===== src/usart_pkg.sv =====
/*
  Constants, register map and mode type of the serial control unit.
  Assumes an 8-bit register port and an 8-bit baud divisor.
*/
package usart_pkg;

  // ------------------------------------------------------------------
  // Register offsets and reset values
  // ------------------------------------------------------------------
  localparam logic [7:0] ADDR_RX_STATUS_CONTROL = 8'h18;
  localparam logic [7:0] ADDR_TX_STATUS_CONTROL = 8'h98;
  localparam logic [7:0] ADDR_BAUD_DIVISOR      = 8'h99;
  localparam logic [7:0] TX_STATUS_RESET        = 8'h02;
  localparam logic [7:0] RX_STATUS_RESET        = 8'h00;
  localparam logic [7:0] BAUD_DIVISOR_RESET     = 8'h00;

  // ------------------------------------------------------------------
  // Field positions
  // ------------------------------------------------------------------
  localparam int BIT_CLOCK_SOURCE    = 7;
  localparam int BIT_TX_NINE_ENABLE  = 6;
  localparam int BIT_TX_ENABLE       = 5;
  localparam int BIT_SYNC_MODE       = 4;
  localparam int BIT_HIGH_SPEED      = 2;
  localparam int BIT_SHIFT_EMPTY     = 1;
  localparam int BIT_TX_NINE         = 0;
  localparam int BIT_PORT_ENABLE     = 7;
  localparam int BIT_RX_NINE_ENABLE  = 6;
  localparam int BIT_SINGLE_RECEIVE  = 5;
  localparam int BIT_CONT_RECEIVE    = 4;
  localparam int BIT_FRAMING_ERROR   = 2;
  localparam int BIT_OVERRUN_ERROR   = 1;
  localparam int BIT_RX_NINE         = 0;

  // ------------------------------------------------------------------
  // Prescaler last phase and centre phase per mode
  // ------------------------------------------------------------------
  localparam logic [5:0] PHASE_LAST_ASYNC_LOW  = 6'h3F;
  localparam logic [5:0] PHASE_LAST_ASYNC_HIGH = 6'h0F;
  localparam logic [5:0] PHASE_LAST_SYNC       = 6'h03;
  localparam logic [5:0] PHASE_MID_ASYNC_LOW   = 6'h20;
  localparam logic [5:0] PHASE_MID_ASYNC_HIGH  = 6'h08;
  localparam logic [5:0] PHASE_MID_SYNC        = 6'h02;

  typedef enum logic [1:0] {
    MODE_ASYNC,
    MODE_SYNC_MASTER,
    MODE_SYNC_SLAVE
  } serial_mode_e;

endpackage


===== src/baud_timer.sv =====
/*
  Baud timer with bit-rate prescaler.
  Assumes the divisor and prescale selection are stable registers.
*/
`timescale 1ns/1ps
module baud_timer import usart_pkg::*; #(
  parameter int DIVISOR_WIDTH = 8
) (
  input  wire logic                     mclk,
  input  wire logic                     rst,
  input  wire logic [DIVISOR_WIDTH-1:0] divisor,
  input  wire logic                     restart,
  input  wire logic [5:0]               phase_last,
  output logic                          baud_tick_q,
  output logic [5:0]                    phase_q,
  output logic                          bit_tick_q
);

  logic [DIVISOR_WIDTH-1:0] count_q;
  logic                     wrap;

  assign wrap = (count_q == divisor);

  always_ff @(posedge mclk) begin
    if (rst || restart) begin
      count_q <= '0;
    end else if (wrap) begin
      count_q <= '0;
    end else begin
      count_q <= count_q + 1'b1;
    end
  end

  always_ff @(posedge mclk) begin
    if (rst || restart) begin
      baud_tick_q <= 1'b0;
      phase_q     <= 6'h00;
      bit_tick_q  <= 1'b0;
    end else begin
      baud_tick_q <= wrap;
      bit_tick_q  <= wrap && (phase_q >= phase_last);
      if (wrap) begin
        phase_q <= (phase_q >= phase_last) ? 6'h00 : phase_q + 6'h01;
      end
    end
  end

endmodule


===== src/majority_sampler.sv =====
/*
  Three-sample majority detector for the receive line.
  Assumes the line input is synchronous to mclk.
*/
`timescale 1ns/1ps
module majority_sampler import usart_pkg::*; (
  input  wire logic       mclk,
  input  wire logic       rst,
  input  wire logic       line_in,
  input  wire logic       baud_tick,
  input  wire logic [5:0] phase,
  input  wire logic [5:0] phase_mid,
  output logic            bit_valid_q,
  output logic            bit_level_q
);

  logic [1:0] early_q;

  always_ff @(posedge mclk) begin
    if (rst) begin
      early_q     <= 2'h0;
      bit_valid_q <= 1'b0;
      bit_level_q <= 1'b1;
    end else begin
      bit_valid_q <= 1'b0;
      if (baud_tick && phase == phase_mid - 6'h01) begin
        early_q[0] <= line_in;
      end
      if (baud_tick && phase == phase_mid) begin
        early_q[1] <= line_in;
      end
      if (baud_tick && phase == phase_mid + 6'h01) begin
        bit_valid_q <= 1'b1;
        bit_level_q <= (early_q[0] & early_q[1]) | (early_q[0] & line_in)
                     | (early_q[1] & line_in);
      end
    end
  end

endmodule


===== src/usart_control_baud_generator.sv =====
/*
  Control, status, baud generation and receive sampling of the serial unit.
  Assumes external shift datapaths report their events as one-cycle pulses
  and that all pin inputs are synchronous to mclk.
*/
`timescale 1ns/1ps
module usart_control_baud_generator import usart_pkg::*; #(
  parameter int DIVISOR_WIDTH = 8
) (
  input  wire logic       mclk,
  input  wire logic       rst,
  input  wire logic [7:0] reg_addr,
  input  wire logic [7:0] reg_wdata,
  input  wire logic       reg_wr,
  input  wire logic       reg_rd,
  output logic [7:0]      reg_rdata,
  input  wire logic [1:0] port_c_direction,
  input  wire logic       tx_shift_empty,
  input  wire logic       tx_serial_data,
  input  wire logic       rx_char_done,
  input  wire logic       rx_frame_error,
  input  wire logic       rx_overrun,
  input  wire logic       rx_ninth_data,
  input  wire logic       sync_rx_done,
  input  wire logic       tx_clock_pin_in,
  output logic            tx_clock_pin_out,
  output logic            tx_clock_pin_oe,
  input  wire logic       rx_data_pin_in,
  output logic            rx_data_pin_out,
  output logic            rx_data_pin_oe,
  output logic [1:0]      serial_mode,
  output logic            serial_pins_active,
  output logic            tx_enable,
  output logic            rx_enable,
  output logic            tx_nine_bits,
  output logic            tx_bit_nine,
  output logic            rx_nine_bits,
  output logic            baud_tick,
  output logic            shift_tick,
  output logic            rx_bit_valid,
  output logic            rx_bit_level
);

  // ------------------------------------------------------------------
  // Register state
  // ------------------------------------------------------------------
  logic                     clock_source_select_q;
  logic                     tx_nine_bit_enable_q;
  logic                     transmitter_enable_q;
  logic                     sync_select_q;
  logic                     high_speed_baud_select_q;
  logic                     shift_reg_empty_q;
  logic                     tx_bit_nine_q;
  logic                     serial_port_enable_q;
  logic                     rx_nine_bit_enable_q;
  logic                     single_receive_enable_q;
  logic                     continuous_receive_enable_q;
  logic                     framing_error_flag_q;
  logic                     overrun_error_flag_q;
  logic                     rx_bit_nine_q;
  logic [DIVISOR_WIDTH-1:0] baud_divisor_q;
  logic [7:0]               rdata_q;

  // ------------------------------------------------------------------
  // Derived control
  // ------------------------------------------------------------------
  logic                     wr_tx;
  logic                     wr_rx;
  logic                     wr_div;
  serial_mode_e             mode;
  logic                     pins_active;
  logic                     rx_on;
  logic                     tx_on;
  logic [5:0]               phase_last;
  logic [5:0]               phase_mid;
  logic                     baud_tick_w;
  logic [5:0]               phase_w;
  logic                     bit_tick_w;
  logic                     maj_valid_w;
  logic                     maj_level_w;
  logic                     ext_clock_prev_q;
  logic                     ext_rise_q;
  logic                     clock_out_q;
  logic                     shift_tick_q;
  logic                     rx_bit_valid_q;
  logic                     rx_bit_level_q;

  assign wr_tx  = reg_wr && (reg_addr == ADDR_TX_STATUS_CONTROL);
  assign wr_rx  = reg_wr && (reg_addr == ADDR_RX_STATUS_CONTROL);
  assign wr_div = reg_wr && (reg_addr == ADDR_BAUD_DIVISOR);

  always_comb begin
    if (!sync_select_q) begin
      mode = MODE_ASYNC;
    end else if (clock_source_select_q) begin
      mode = MODE_SYNC_MASTER;
    end else begin
      mode = MODE_SYNC_SLAVE;
    end
  end

  assign pins_active = serial_port_enable_q && (&port_c_direction);

  always_comb begin
    case (mode)
      MODE_ASYNC: begin
        rx_on = continuous_receive_enable_q;
      end
      MODE_SYNC_MASTER: begin
        rx_on = continuous_receive_enable_q || single_receive_enable_q;
      end
      MODE_SYNC_SLAVE: begin
        rx_on = continuous_receive_enable_q;
      end
      default: begin
        rx_on = 1'b0;
      end
    endcase
  end

  assign tx_on = serial_port_enable_q && transmitter_enable_q
               && !(sync_select_q && (single_receive_enable_q
               || continuous_receive_enable_q));

  always_comb begin
    case (mode)
      MODE_ASYNC: begin
        if (high_speed_baud_select_q) begin
          phase_last = PHASE_LAST_ASYNC_HIGH;
          phase_mid  = PHASE_MID_ASYNC_HIGH;
        end else begin
          phase_last = PHASE_LAST_ASYNC_LOW;
          phase_mid  = PHASE_MID_ASYNC_LOW;
        end
      end
      default: begin
        phase_last = PHASE_LAST_SYNC;
        phase_mid  = PHASE_MID_SYNC;
      end
    endcase
  end

  // ------------------------------------------------------------------
  // Transmit status and control
  // ------------------------------------------------------------------
  always_ff @(posedge mclk) begin
    if (rst) begin
      clock_source_select_q    <= TX_STATUS_RESET[BIT_CLOCK_SOURCE];
      tx_nine_bit_enable_q     <= TX_STATUS_RESET[BIT_TX_NINE_ENABLE];
      transmitter_enable_q     <= TX_STATUS_RESET[BIT_TX_ENABLE];
      sync_select_q            <= TX_STATUS_RESET[BIT_SYNC_MODE];
      high_speed_baud_select_q <= TX_STATUS_RESET[BIT_HIGH_SPEED];
      tx_bit_nine_q            <= TX_STATUS_RESET[BIT_TX_NINE];
    end else if (wr_tx) begin
      clock_source_select_q    <= reg_wdata[BIT_CLOCK_SOURCE];
      tx_nine_bit_enable_q     <= reg_wdata[BIT_TX_NINE_ENABLE];
      transmitter_enable_q     <= reg_wdata[BIT_TX_ENABLE];
      sync_select_q            <= reg_wdata[BIT_SYNC_MODE];
      high_speed_baud_select_q <= reg_wdata[BIT_HIGH_SPEED];
      tx_bit_nine_q            <= reg_wdata[BIT_TX_NINE];
    end
  end

  always_ff @(posedge mclk) begin
    if (rst) begin
      shift_reg_empty_q <= TX_STATUS_RESET[BIT_SHIFT_EMPTY];
    end else begin
      shift_reg_empty_q <= tx_shift_empty;
    end
  end

  // ------------------------------------------------------------------
  // Receive status and control
  // ------------------------------------------------------------------
  always_ff @(posedge mclk) begin
    if (rst) begin
      serial_port_enable_q        <= RX_STATUS_RESET[BIT_PORT_ENABLE];
      rx_nine_bit_enable_q        <= RX_STATUS_RESET[BIT_RX_NINE_ENABLE];
      continuous_receive_enable_q <= RX_STATUS_RESET[BIT_CONT_RECEIVE];
    end else if (wr_rx) begin
      serial_port_enable_q        <= reg_wdata[BIT_PORT_ENABLE];
      rx_nine_bit_enable_q        <= reg_wdata[BIT_RX_NINE_ENABLE];
      continuous_receive_enable_q <= reg_wdata[BIT_CONT_RECEIVE];
    end
  end

  always_ff @(posedge mclk) begin
    if (rst) begin
      single_receive_enable_q <= RX_STATUS_RESET[BIT_SINGLE_RECEIVE];
    end else if (wr_rx) begin
      single_receive_enable_q <= reg_wdata[BIT_SINGLE_RECEIVE];
    end else if (mode == MODE_SYNC_MASTER && sync_rx_done
                 && !continuous_receive_enable_q) begin
      single_receive_enable_q <= 1'b0;
    end
  end

  always_ff @(posedge mclk) begin
    if (rst) begin
      framing_error_flag_q <= RX_STATUS_RESET[BIT_FRAMING_ERROR];
      rx_bit_nine_q        <= RX_STATUS_RESET[BIT_RX_NINE];
    end else if (rx_char_done) begin
      framing_error_flag_q <= rx_frame_error;
      rx_bit_nine_q        <= rx_nine_bit_enable_q && rx_ninth_data;
    end
  end

  always_ff @(posedge mclk) begin
    if (rst) begin
      overrun_error_flag_q <= RX_STATUS_RESET[BIT_OVERRUN_ERROR];
    end else if (rx_overrun) begin
      overrun_error_flag_q <= 1'b1;
    end else if (!continuous_receive_enable_q) begin
      overrun_error_flag_q <= 1'b0;
    end
  end

  // ------------------------------------------------------------------
  // Baud divisor
  // ------------------------------------------------------------------
  always_ff @(posedge mclk) begin
    if (rst) begin
      baud_divisor_q <= BAUD_DIVISOR_RESET[DIVISOR_WIDTH-1:0];
    end else if (wr_div) begin
      baud_divisor_q <= reg_wdata[DIVISOR_WIDTH-1:0];
    end
  end

  // ------------------------------------------------------------------
  // Register read port
  // ------------------------------------------------------------------
  always_ff @(posedge mclk) begin
    if (rst) begin
      rdata_q <= 8'h00;
    end else if (reg_rd) begin
      case (reg_addr)
        ADDR_TX_STATUS_CONTROL: begin
          rdata_q <= {clock_source_select_q, tx_nine_bit_enable_q,
                      transmitter_enable_q, sync_select_q, 1'b0,
                      high_speed_baud_select_q, shift_reg_empty_q,
                      tx_bit_nine_q};
        end
        ADDR_RX_STATUS_CONTROL: begin
          rdata_q <= {serial_port_enable_q, rx_nine_bit_enable_q,
                      single_receive_enable_q,
                      continuous_receive_enable_q, 1'b0,
                      framing_error_flag_q, overrun_error_flag_q,
                      rx_bit_nine_q};
        end
        ADDR_BAUD_DIVISOR: begin
          rdata_q <= 8'(baud_divisor_q);
        end
        default: begin
          rdata_q <= 8'h00;
        end
      endcase
    end else begin
      rdata_q <= 8'h00;
    end
  end

  // ------------------------------------------------------------------
  // Baud generation and sampling
  // ------------------------------------------------------------------
  baud_timer #(
    .DIVISOR_WIDTH (DIVISOR_WIDTH)
  ) u_baud_timer (
    .mclk        (mclk),
    .rst         (rst),
    .divisor     (baud_divisor_q),
    .restart     (wr_div),
    .phase_last  (phase_last),
    .baud_tick_q (baud_tick_w),
    .phase_q     (phase_w),
    .bit_tick_q  (bit_tick_w)
  );

  majority_sampler u_majority_sampler (
    .mclk        (mclk),
    .rst         (rst),
    .line_in     (rx_data_pin_in),
    .baud_tick   (baud_tick_w),
    .phase       (phase_w),
    .phase_mid   (phase_mid),
    .bit_valid_q (maj_valid_w),
    .bit_level_q (maj_level_w)
  );

  always_ff @(posedge mclk) begin
    if (rst) begin
      ext_clock_prev_q <= 1'b1;
      ext_rise_q       <= 1'b0;
    end else begin
      ext_clock_prev_q <= tx_clock_pin_in;
      ext_rise_q       <= tx_clock_pin_in && !ext_clock_prev_q;
    end
  end

  always_ff @(posedge mclk) begin
    if (rst) begin
      clock_out_q <= 1'b1;
    end else begin
      clock_out_q <= !phase_w[1];
    end
  end

  always_ff @(posedge mclk) begin
    if (rst) begin
      shift_tick_q   <= 1'b0;
      rx_bit_valid_q <= 1'b0;
      rx_bit_level_q <= 1'b1;
    end else begin
      case (mode)
        MODE_ASYNC: begin
          shift_tick_q   <= bit_tick_w;
          rx_bit_valid_q <= maj_valid_w && rx_on && pins_active;
          rx_bit_level_q <= maj_level_w;
        end
        MODE_SYNC_MASTER: begin
          shift_tick_q   <= bit_tick_w;
          rx_bit_valid_q <= bit_tick_w && rx_on && pins_active;
          rx_bit_level_q <= rx_data_pin_in;
        end
        default: begin
          shift_tick_q   <= ext_rise_q;
          rx_bit_valid_q <= ext_rise_q && rx_on && pins_active;
          rx_bit_level_q <= rx_data_pin_in;
        end
      endcase
    end
  end

  // ------------------------------------------------------------------
  // Pin drive
  // ------------------------------------------------------------------
  always_comb begin
    tx_clock_pin_out = 1'b1;
    tx_clock_pin_oe  = 1'b0;
    rx_data_pin_out  = 1'b1;
    rx_data_pin_oe   = 1'b0;
    case (mode)
      MODE_ASYNC: begin
        tx_clock_pin_out = tx_serial_data;
        tx_clock_pin_oe  = pins_active && tx_on;
      end
      MODE_SYNC_MASTER: begin
        tx_clock_pin_out = clock_out_q;
        tx_clock_pin_oe  = pins_active && (tx_on || rx_on);
        rx_data_pin_out  = tx_serial_data;
        rx_data_pin_oe   = pins_active && tx_on;
      end
      default: begin
        rx_data_pin_out  = tx_serial_data;
        rx_data_pin_oe   = pins_active && tx_on;
      end
    endcase
  end

  // ------------------------------------------------------------------
  // Outputs
  // ------------------------------------------------------------------
  assign reg_rdata          = rdata_q;
  assign serial_mode        = mode;
  assign serial_pins_active = pins_active;
  assign tx_enable          = tx_on && pins_active;
  assign rx_enable          = rx_on && pins_active;
  assign tx_nine_bits       = tx_nine_bit_enable_q;
  assign tx_bit_nine        = tx_bit_nine_q;
  assign rx_nine_bits       = rx_nine_bit_enable_q;
  assign baud_tick          = baud_tick_w;
  assign shift_tick         = shift_tick_q;
  assign rx_bit_valid       = rx_bit_valid_q;
  assign rx_bit_level       = rx_bit_level_q;

endmodule


===== config.mk =====
export PLATFORM = sky130hd
export DESIGN_NAME = usart_control_baud_generator
export DESIGN_NICKNAME = d
export VERILOG_FILES = /design/src/usart_pkg.sv /design/src/baud_timer.sv /design/src/majority_sampler.sv /design/src/usart_control_baud_generator.sv
export SDC_FILE = /design/constraint.sdc
export NUM_CORES = 1
export LEC_CHECK = 0
export BUFFER_PORTS_ARGS = -buffer_cell sky130_fd_sc_hd__buf_2
export CAP_MARGIN = 40
export CORE_UTILIZATION = 40
export DETAILED_ROUTE_END_ITERATION = 12
export SLEW_MARGIN = 25
export SYNTH_ARGS = -nofsm -noshare
export SYNTH_HDL_FRONTEND = slang
export SYNTH_SLANG_ARGS = --single-unit

===== constraint.sdc =====
create_clock -name mclk -period 4.95 [get_ports mclk]
set_input_delay 0.495 -clock mclk [delete_from_list [all_inputs] [get_ports mclk]]
set_output_delay 0.495 -clock mclk [all_outputs]
set_load 0.05 [all_outputs]

==> results of run 1 <==
[per-layer routing]
layer,global-route usage,up-vias,share of wire
li1,-,1070,-
met1,0.2427,965,0.49
met2,0.2719,52,0.45
met3,0.03222,5,0.050
met4,0.04737,0,0.0075
met5,0,-,0
[registers in the layout (all words and copies together), names as in the netlist, 2 cells and up]
signal and cells:
u_baud_timer.count_q 8, reg_rdata 8, u_baud_timer.phase_q 6, baud_divisor_q 8, u_majority_sampler.early_q 2
[final cells by class]
type	instances	area, µm²	area share
Clock buffer	5	68.82	0.02322
Clock inverter	3	42.54	0.01435
Inverter	5	18.77	0.006332
Sequential cell	56	1121	0.3782
Tap cell	75	93.84	0.03166
Multi-Input combinational cell	203	1349	0.4550
Timing Repair Buffer	54	270.3	0.09118
[cells by family after synthesis]
| family | synth area share |
|---|---|
| xor+xnor | 0.05147 |
| compound gates | 0.08529 |
| mux | 0.1167 |
| flops | 0.4392 |
| buf+inv | 0.03235 |
| simple gates | 0.2505 |
| fa+ha+maj | 0.02451 |
[worst max-delay path, delay by kind of cell (launching register included)]
| kind | cells | cell delay [ns] |
|---|---|---|
| flops | 1 | 0.68 |
| buf+inv | 1 | 0.27 |
| simple gates | 3 | 0.52 |
| compound gates | 2 | 0.23 |
[layout by cell type, fill, tap and decap left out, drive strengths merged, types with 6 or more instances in the layout]
cell	n
nor3	11
nor2	42
nand2	14
nand3	17
o21ai	6
a21oi	13
buf	54
a22oi	7
mux2i	23
dfxtp	56
xor2	13
and3	6
mux2	6
[per-stage QoR]
stage | util | worst slack (ns) | hold slack [ns] | cell area [µm²]
after floorplan | - | 1.495 | 0.3729 | 2552
after global placement | 0.4734 | 2.824 | 0.3779 | 2853
after detailed placement | 0.4734 | 2.785 | 0.3776 | 2853
after CTS | 0.4919 | 2.428 | 0.3499 | 2964
after global routing | 0.4919 | 2.296 | 0.3575 | 2964
final | 0.4919 | 2.434 | 0.3500 | 2964
[Yosys cell counts, drive strengths merged (7+ instances only)]
library cell / instances
nand3: 17
dfxtp: 56
a21oi: 13
nand2: 14
xor2: 13
a22oi: 7
nor2: 42
nor3: 11
mux2i: 23
[worst max path at each step]
stage / slack [ns] / cells past startpoint / startpoint / endpoint
6_report: 2.43 / 6 / sync_select_q / tx_clock_pin_oe
5_1_grt: 2.30 / 6 / sync_select_q / tx_clock_pin_oe
4_1_cts: 2.43 / 6 / sync_select_q / tx_clock_pin_oe
3_5_place_dp: 2.79 / 6 / sync_select_q / tx_clock_pin_oe
3_3_place_gp: 2.82 / 6 / sync_select_q / tx_clock_pin_oe
2_1_floorplan: 1.50 / 6 / sync_select_q / tx_clock_pin_oe
[power by group]
| group | switching [W] | internal (W) |
|---|---|---|
| combinational | 0.0000290 | 0.0000193 |
| sequential | 0.00000623 | 0.000456 |
| clock | 0.000152 | 0.000150 |
==> results.sh, run 1 <==
export IMPL_synth_top_area_cell="dfxtp_1"
export IMPL_tightest_slew_ns=0.6728
export IMPL_total_power_w=0.0008132
export IMPL_min_period_ns=2.516
export IMPL_drt_iter0_drc=145
export IMPL_postSynthCellCount=276
export IMPL_portBuffers=54
export IMPL_end_kind="primary output"
export IMPL_slowest_stage="dfxtp_1"
export IMPL_hold_path_cell_count=2
export IMPL_drv_cap=0
export IMPL_syn_area_um2=2552
export IMPL_io_pins=55
export IMPL_max_freq_ghz=0.3974
export IMPL_crit_fanout=16
export IMPL_antenna_found_initial=0
export IMPL_cts_resized_gates=0
export IMPL_grt_pass1_wl_um=8873
export IMPL_synth_top_area_frac=0.4392
export IMPL_ys_seq_elements=56
export IMPL_grt_pass1_vias=1865
export IMPL_rsz0062_at_grt="no"
export IMPL_die_width_um=81.88
export IMPL_path_cells="and2_1, a21oi_1, nor2b_1, nand2_1, a21oi_1, buf_2"
export IMPL_grt_overflow_total=0
export IMPL_post_route_period_util=0.5083
export IMPL_ir_drop_uv=142.6
export IMPL_placed_cells=393
export IMPL_ys_types=48
export IMPL_drive_above_1_share=0.2209
export IMPL_fin_worst_skew_ns=0.009827
export IMPL_reg2reg_to="u_baud_timer.phase_q[2]"
export IMPL_status="finished, final reports clean"
export IMPL_drt_wl_total_um=5457
export IMPL_r2r_start="sync_select_q"
export IMPL_cts_buffers=5
export IMPL_postCtsSetupRepairBufs=0
export IMPL_area_delta_synth_final_pct=16.13
export IMPL_ctsLongestPathBuffers=2
export IMPL_crit_arrival_ns=2.02
export IMPL_fin_cells=401
export IMPL_hold_class="in2reg"
export IMPL_ant_nets=0
export IMPL_core_area_um2=6026
export IMPL_path_common_cell="a21oi_1"
export IMPL_via_per_inst=5.217
export IMPL_route_detailed_drc=0
export IMPL_required_ns=4.45
export IMPL_clkSinkCount=56
export IMPL_cpPeakStageDelay_ns=0.68
export IMPL_leakagePower_nw=1.332
export IMPL_cts_hold_fix_buffers=0
export IMPL_cts_htree_levels=2
export IMPL_synth_main_ff_cell="dfxtp_1"
export IMPL_grt_use_total=0.1737
export IMPL_clock_latency_ns=0.31
export IMPL_crit_type="reg2out"
export IMPL_yosys_warnings=0
export IMPL_start_kind="flop"
export IMPL_die_area_um2=6704
export IMPL_cts_tree="yes"
export IMPL_drtPass1Iterations=4
export IMPL_slew_headroom=0.5514
export IMPL_synthTopCellsByArea="dfxtp_1, mux2i_1, nor2_1"
export IMPL_synthArstFlopShare=0
export IMPL_start_util=0.4236
export IMPL_routedWlPerCell_um=13.61
export IMPL_rows=28
export IMPL_place_congestion=0.7746
export IMPL_reg2reg_slack_ns=2.86
export IMPL_path_clk_slew_ns=0.11
export IMPL_antennaDiodeCount=0
export IMPL_r2r_cells=6
export IMPL_setup_tns_ns=0
export IMPL_slew_violations=0
export IMPL_finalHoldViolCount=0
export IMPL_dp_hpwl_um=3968
export IMPL_yosysSeqAreaShare=0.4392
export IMPL_n_fill_cell=593
export IMPL_p_per_area_nw_per_um2=274.4
export IMPL_die_height_um=81.88
export IMPL_clock_root_buffer="clkbuf_8"
export IMPL_hold_path_startpoint="tx_shift_empty"
export IMPL_syn_area_per_cell_um2=9.248
export IMPL_vias=2092
export IMPL_setup_violations=0
export IMPL_synth_nets=312
export IMPL_grt_max_degree=30
export IMPL_worstHoldEndpoint="shift_reg_empty_q"
export IMPL_layout_nets=361
export IMPL_synth_edff_count=0
Power figures use the tool's default switching activity.
==> run 2, diff against run 1 <==
--- a/config.mk
+++ b/config.mk
@@ -5,6 +5,7 @@
 export SDC_FILE = /design/constraint.sdc
 export NUM_CORES = 1
 export LEC_CHECK = 0
+export ABC_AREA = 1
 export BUFFER_PORTS_ARGS = -buffer_cell sky130_fd_sc_hd__buf_2
 export CAP_MARGIN = 40
 export CORE_UTILIZATION = 40
==> constraint.sdc (replaced) <==
create_clock -name mclk -period 2.3 [get_ports mclk]
set_input_delay 0.23 -clock mclk [delete_from_list [all_inputs] [get_ports mclk]]
set_output_delay 0.23 -clock mclk [all_outputs]
set_load 0.05 [all_outputs]
==> run 2 against run 1 <==
- flip-flop and latch count did not move
- combinational power rose to 2.9 times the previous value
- total power rose by 110%
- register-to-register slack got worse by 2.3 ns
- die area rose by 14%
- cell count rose by 39%
- synthesized cell count rose by 47%
- first-iteration DRC count rose by 11%
- core utilization fell by 0.30 points
- worst hold slack got worse by 0.26 ns
- largest power group unchanged
==> results.sh, run 2 <==
export IMPL_status="finished, final reports clean"
export IMPL_required_ns=2.07
export IMPL_synth_nets=441
export IMPL_io_pins=55
export IMPL_vias=2564
export IMPL_die_width_um=87.41
export IMPL_clkSinkCount=56
export IMPL_max_freq_ghz=0.5226
export IMPL_ant_nets=0
export IMPL_setup_tns_ns=0
export IMPL_setup_ws_ns=0.3867
export IMPL_start_kind="flop"
export IMPL_mostFrequentLayoutCells="nand2_1, dfxtp_1, buf_2"
export IMPL_cts_buffers=5
export IMPL_drv_cap=0
export IMPL_finalHoldViolCount=0
export IMPL_cts_hold_fix_buffers=0
export IMPL_hold_class="in2reg"
export IMPL_layout_nets=498
export IMPL_clock_root_buffer="clkbuf_8"
export IMPL_clock_latency_ns=0.32
export IMPL_area_delta_synth_final_pct=15.74
export IMPL_reg2reg_to="u_baud_timer.phase_q[5]"
export IMPL_reg2reg_slack_ns=0.61
export IMPL_slew_headroom=0.7661
export IMPL_crit_fanout=6
export IMPL_grt_max_degree=19
export IMPL_end_kind="primary output"
export IMPL_path_clk_slew_ns=0.10
export IMPL_antennaDiodeCount=0
export IMPL_cts_resized_gates=0
export IMPL_worstHoldEndpoint="ext_clock_prev_q"
export IMPL_setup_violations=0
export IMPL_rsz0062_at_grt="no"
export IMPL_cts_htree_levels=2
export IMPL_gr_usage_met3=0.03791
export IMPL_via_per_inst=4.587
export IMPL_syn_area_per_cell_um2=7.204
export IMPL_antenna_found_initial=0
export IMPL_ctsLongestPathBuffers=2
export IMPL_synth_main_ff_cell="dfxtp_1"
export IMPL_seq_area_um2=1121
export IMPL_yosysSeqAreaShare=0.3842
export IMPL_place_ws_ns=0.6318
export IMPL_final_util=0.4889
export IMPL_r2r_cells=11
export IMPL_postCtsSetupRepairBufs=0
export IMPL_grt_pass1_wl_um=11180
export IMPL_multi_input_area_um2=1511
export IMPL_synth_common_cells="nand2_1, dfxtp_1, inv_1, nor2_1"
export IMPL_hold_path_startpoint="tx_clock_pin_in"
export IMPL_synthArstFlopShare=0
export IMPL_p_per_area_nw_per_um2=505.8
export IMPL_rows=30
export IMPL_portBuffers=54
export IMPL_final_common_cell="nand2_1"
export IMPL_postSynthCellCount=405
export IMPL_post_route_period_util=0.8319
export IMPL_cts_tree="yes"
export IMPL_routedWlPerCell_um=11.67
export IMPL_ir_drop_uv=245.1
export IMPL_dp_hpwl_um=5140
export IMPL_synth_edff_count=0
export IMPL_drt_iter0_drc=161
export IMPL_met1_usage=0.2604
export IMPL_grt_met2_usage=0.2969
export IMPL_synth_most_common_cell="nand2_1"
export IMPL_slew_violations=0
export IMPL_timing_hold_ws_ns=0.09437
export IMPL_finish_instance_area_um2=3377
export IMPL_place_congestion=0.8241
export IMPL_grt_pass1_vias=2387
export IMPL_yosys_warnings=0
export IMPL_place_area_um2=3286
export IMPL_die_height_um=87.41
export IMPL_crit_arrival_ns=1.68
export IMPL_grt_overflow_total=0
export IMPL_r2r_start="sync_select_q"
export IMPL_synth_top_area_frac=0.3842
export IMPL_fin_worst_skew_ns=0.005271
export IMPL_route_detailed_drc=0
export IMPL_synth_top_area_cell="dfxtp_1"
export IMPL_tightest_slew_ns=0.3508
export IMPL_core_area_um2=6907
export IMPL_die_area_um2=7640
export IMPL_start_util=0.4225
export IMPL_synthTopCellsByArea="dfxtp_1, nand2_1, inv_1"
export IMPL_crit_type="reg2out"
export IMPL_drive_above_1_share=0.2743
export IMPL_drt_wl_total_um=6521
export IMPL_drtPass1Iterations=4
export IMPL_grt_use_total=0.1884
export IMPL_ys_types=40
export IMPL_leakagePower_nw=1.510
export IMPL_n_fill_cell=772
export IMPL_grt_most_used_layer="met2"
export IMPL_syn_area_um2=2918
export IMPL_min_period_ns=1.913
export IMPL_hold_path_cell_count=3
export IMPL_ys_seq_elements=56
run 2: worst max-delay path by stage:
stage	endpoint	from	slack, ns
4_1_cts	tx_clock_pin_oe	sync_select_q	0.36
3_3_place_gp	u_baud_timer.phase_q[0]	sync_select_q	0.67
2_1_floorplan	tx_clock_pin_oe	sync_select_q	0.03
6_report	tx_clock_pin_oe	sync_select_q	0.39
5_1_grt	tx_clock_pin_oe	sync_select_q	0.23
3_5_place_dp	u_baud_timer.phase_q[4]	sync_select_q	0.63
run 2: worst max-delay path: stages, from the launching register on:
cell	delay, ns
dfxtp_1	0.50
nand2_1	0.13
inv_2	0.10
a21oi_1	0.07
nor2_2	0.11
nand2_1	0.07
a21oi_2	0.12
buf_2	0.27
run 2: area by class of cell:
cell class / instances / share of cell area
tap: 96 / 0.03557
clock inverter: 3 / 0.006669
inverter: 64 / 0.07336
multi-input combinational: 279 / 0.4476
timing repair buffer: 56 / 0.08448
sequential: 56 / 0.3320
clock buffer: 5 / 0.02038
run 2: per-stage QoR:
step	power (W)	cells
after floorplan	0.001108	405
after global placement	0.001165	551
after detailed placement	0.001165	551
after CTS	0.001722	559
after global routing	0.001794	559
final	0.001708	559
run 2: power breakdown:
group | leakage, nW | internal, W | switching (W) | total, W
Combinational | 1.01 | 0.0000525 | 0.0000887 | 0.000141
Clock | 0.0485 | 0.000219 | 0.000347 | 0.000566
Sequential | 0.454 | 0.000984 | 0.0000162 | 0.00100
Total | 1.51 | 0.00126 | 0.000452 | 0.00171
run 2: logic make-up (layout without fill, tap and decap cells):
kind of cell | count (synthesis) | in the layout | synth area share
AOI/OAI and AO/OA | 46 | 46 | 0.08491
xor gates and xnor gates | 4 | 4 | 0.01458
adders and majority gates | 6 | 6 | 0.02487
buffers and inverters | 70 | 128 | 0.09905
DFF | 56 | 56 | 0.3842
and+or+nand+nor | 223 | 223 | 0.3924
run 2: per-layer routing:
layer	routed length, µm	vias up
met4	92	0
met5	0	-
met3	255	7
li1	-	1385
met1	3318	1123
met2	2855	49
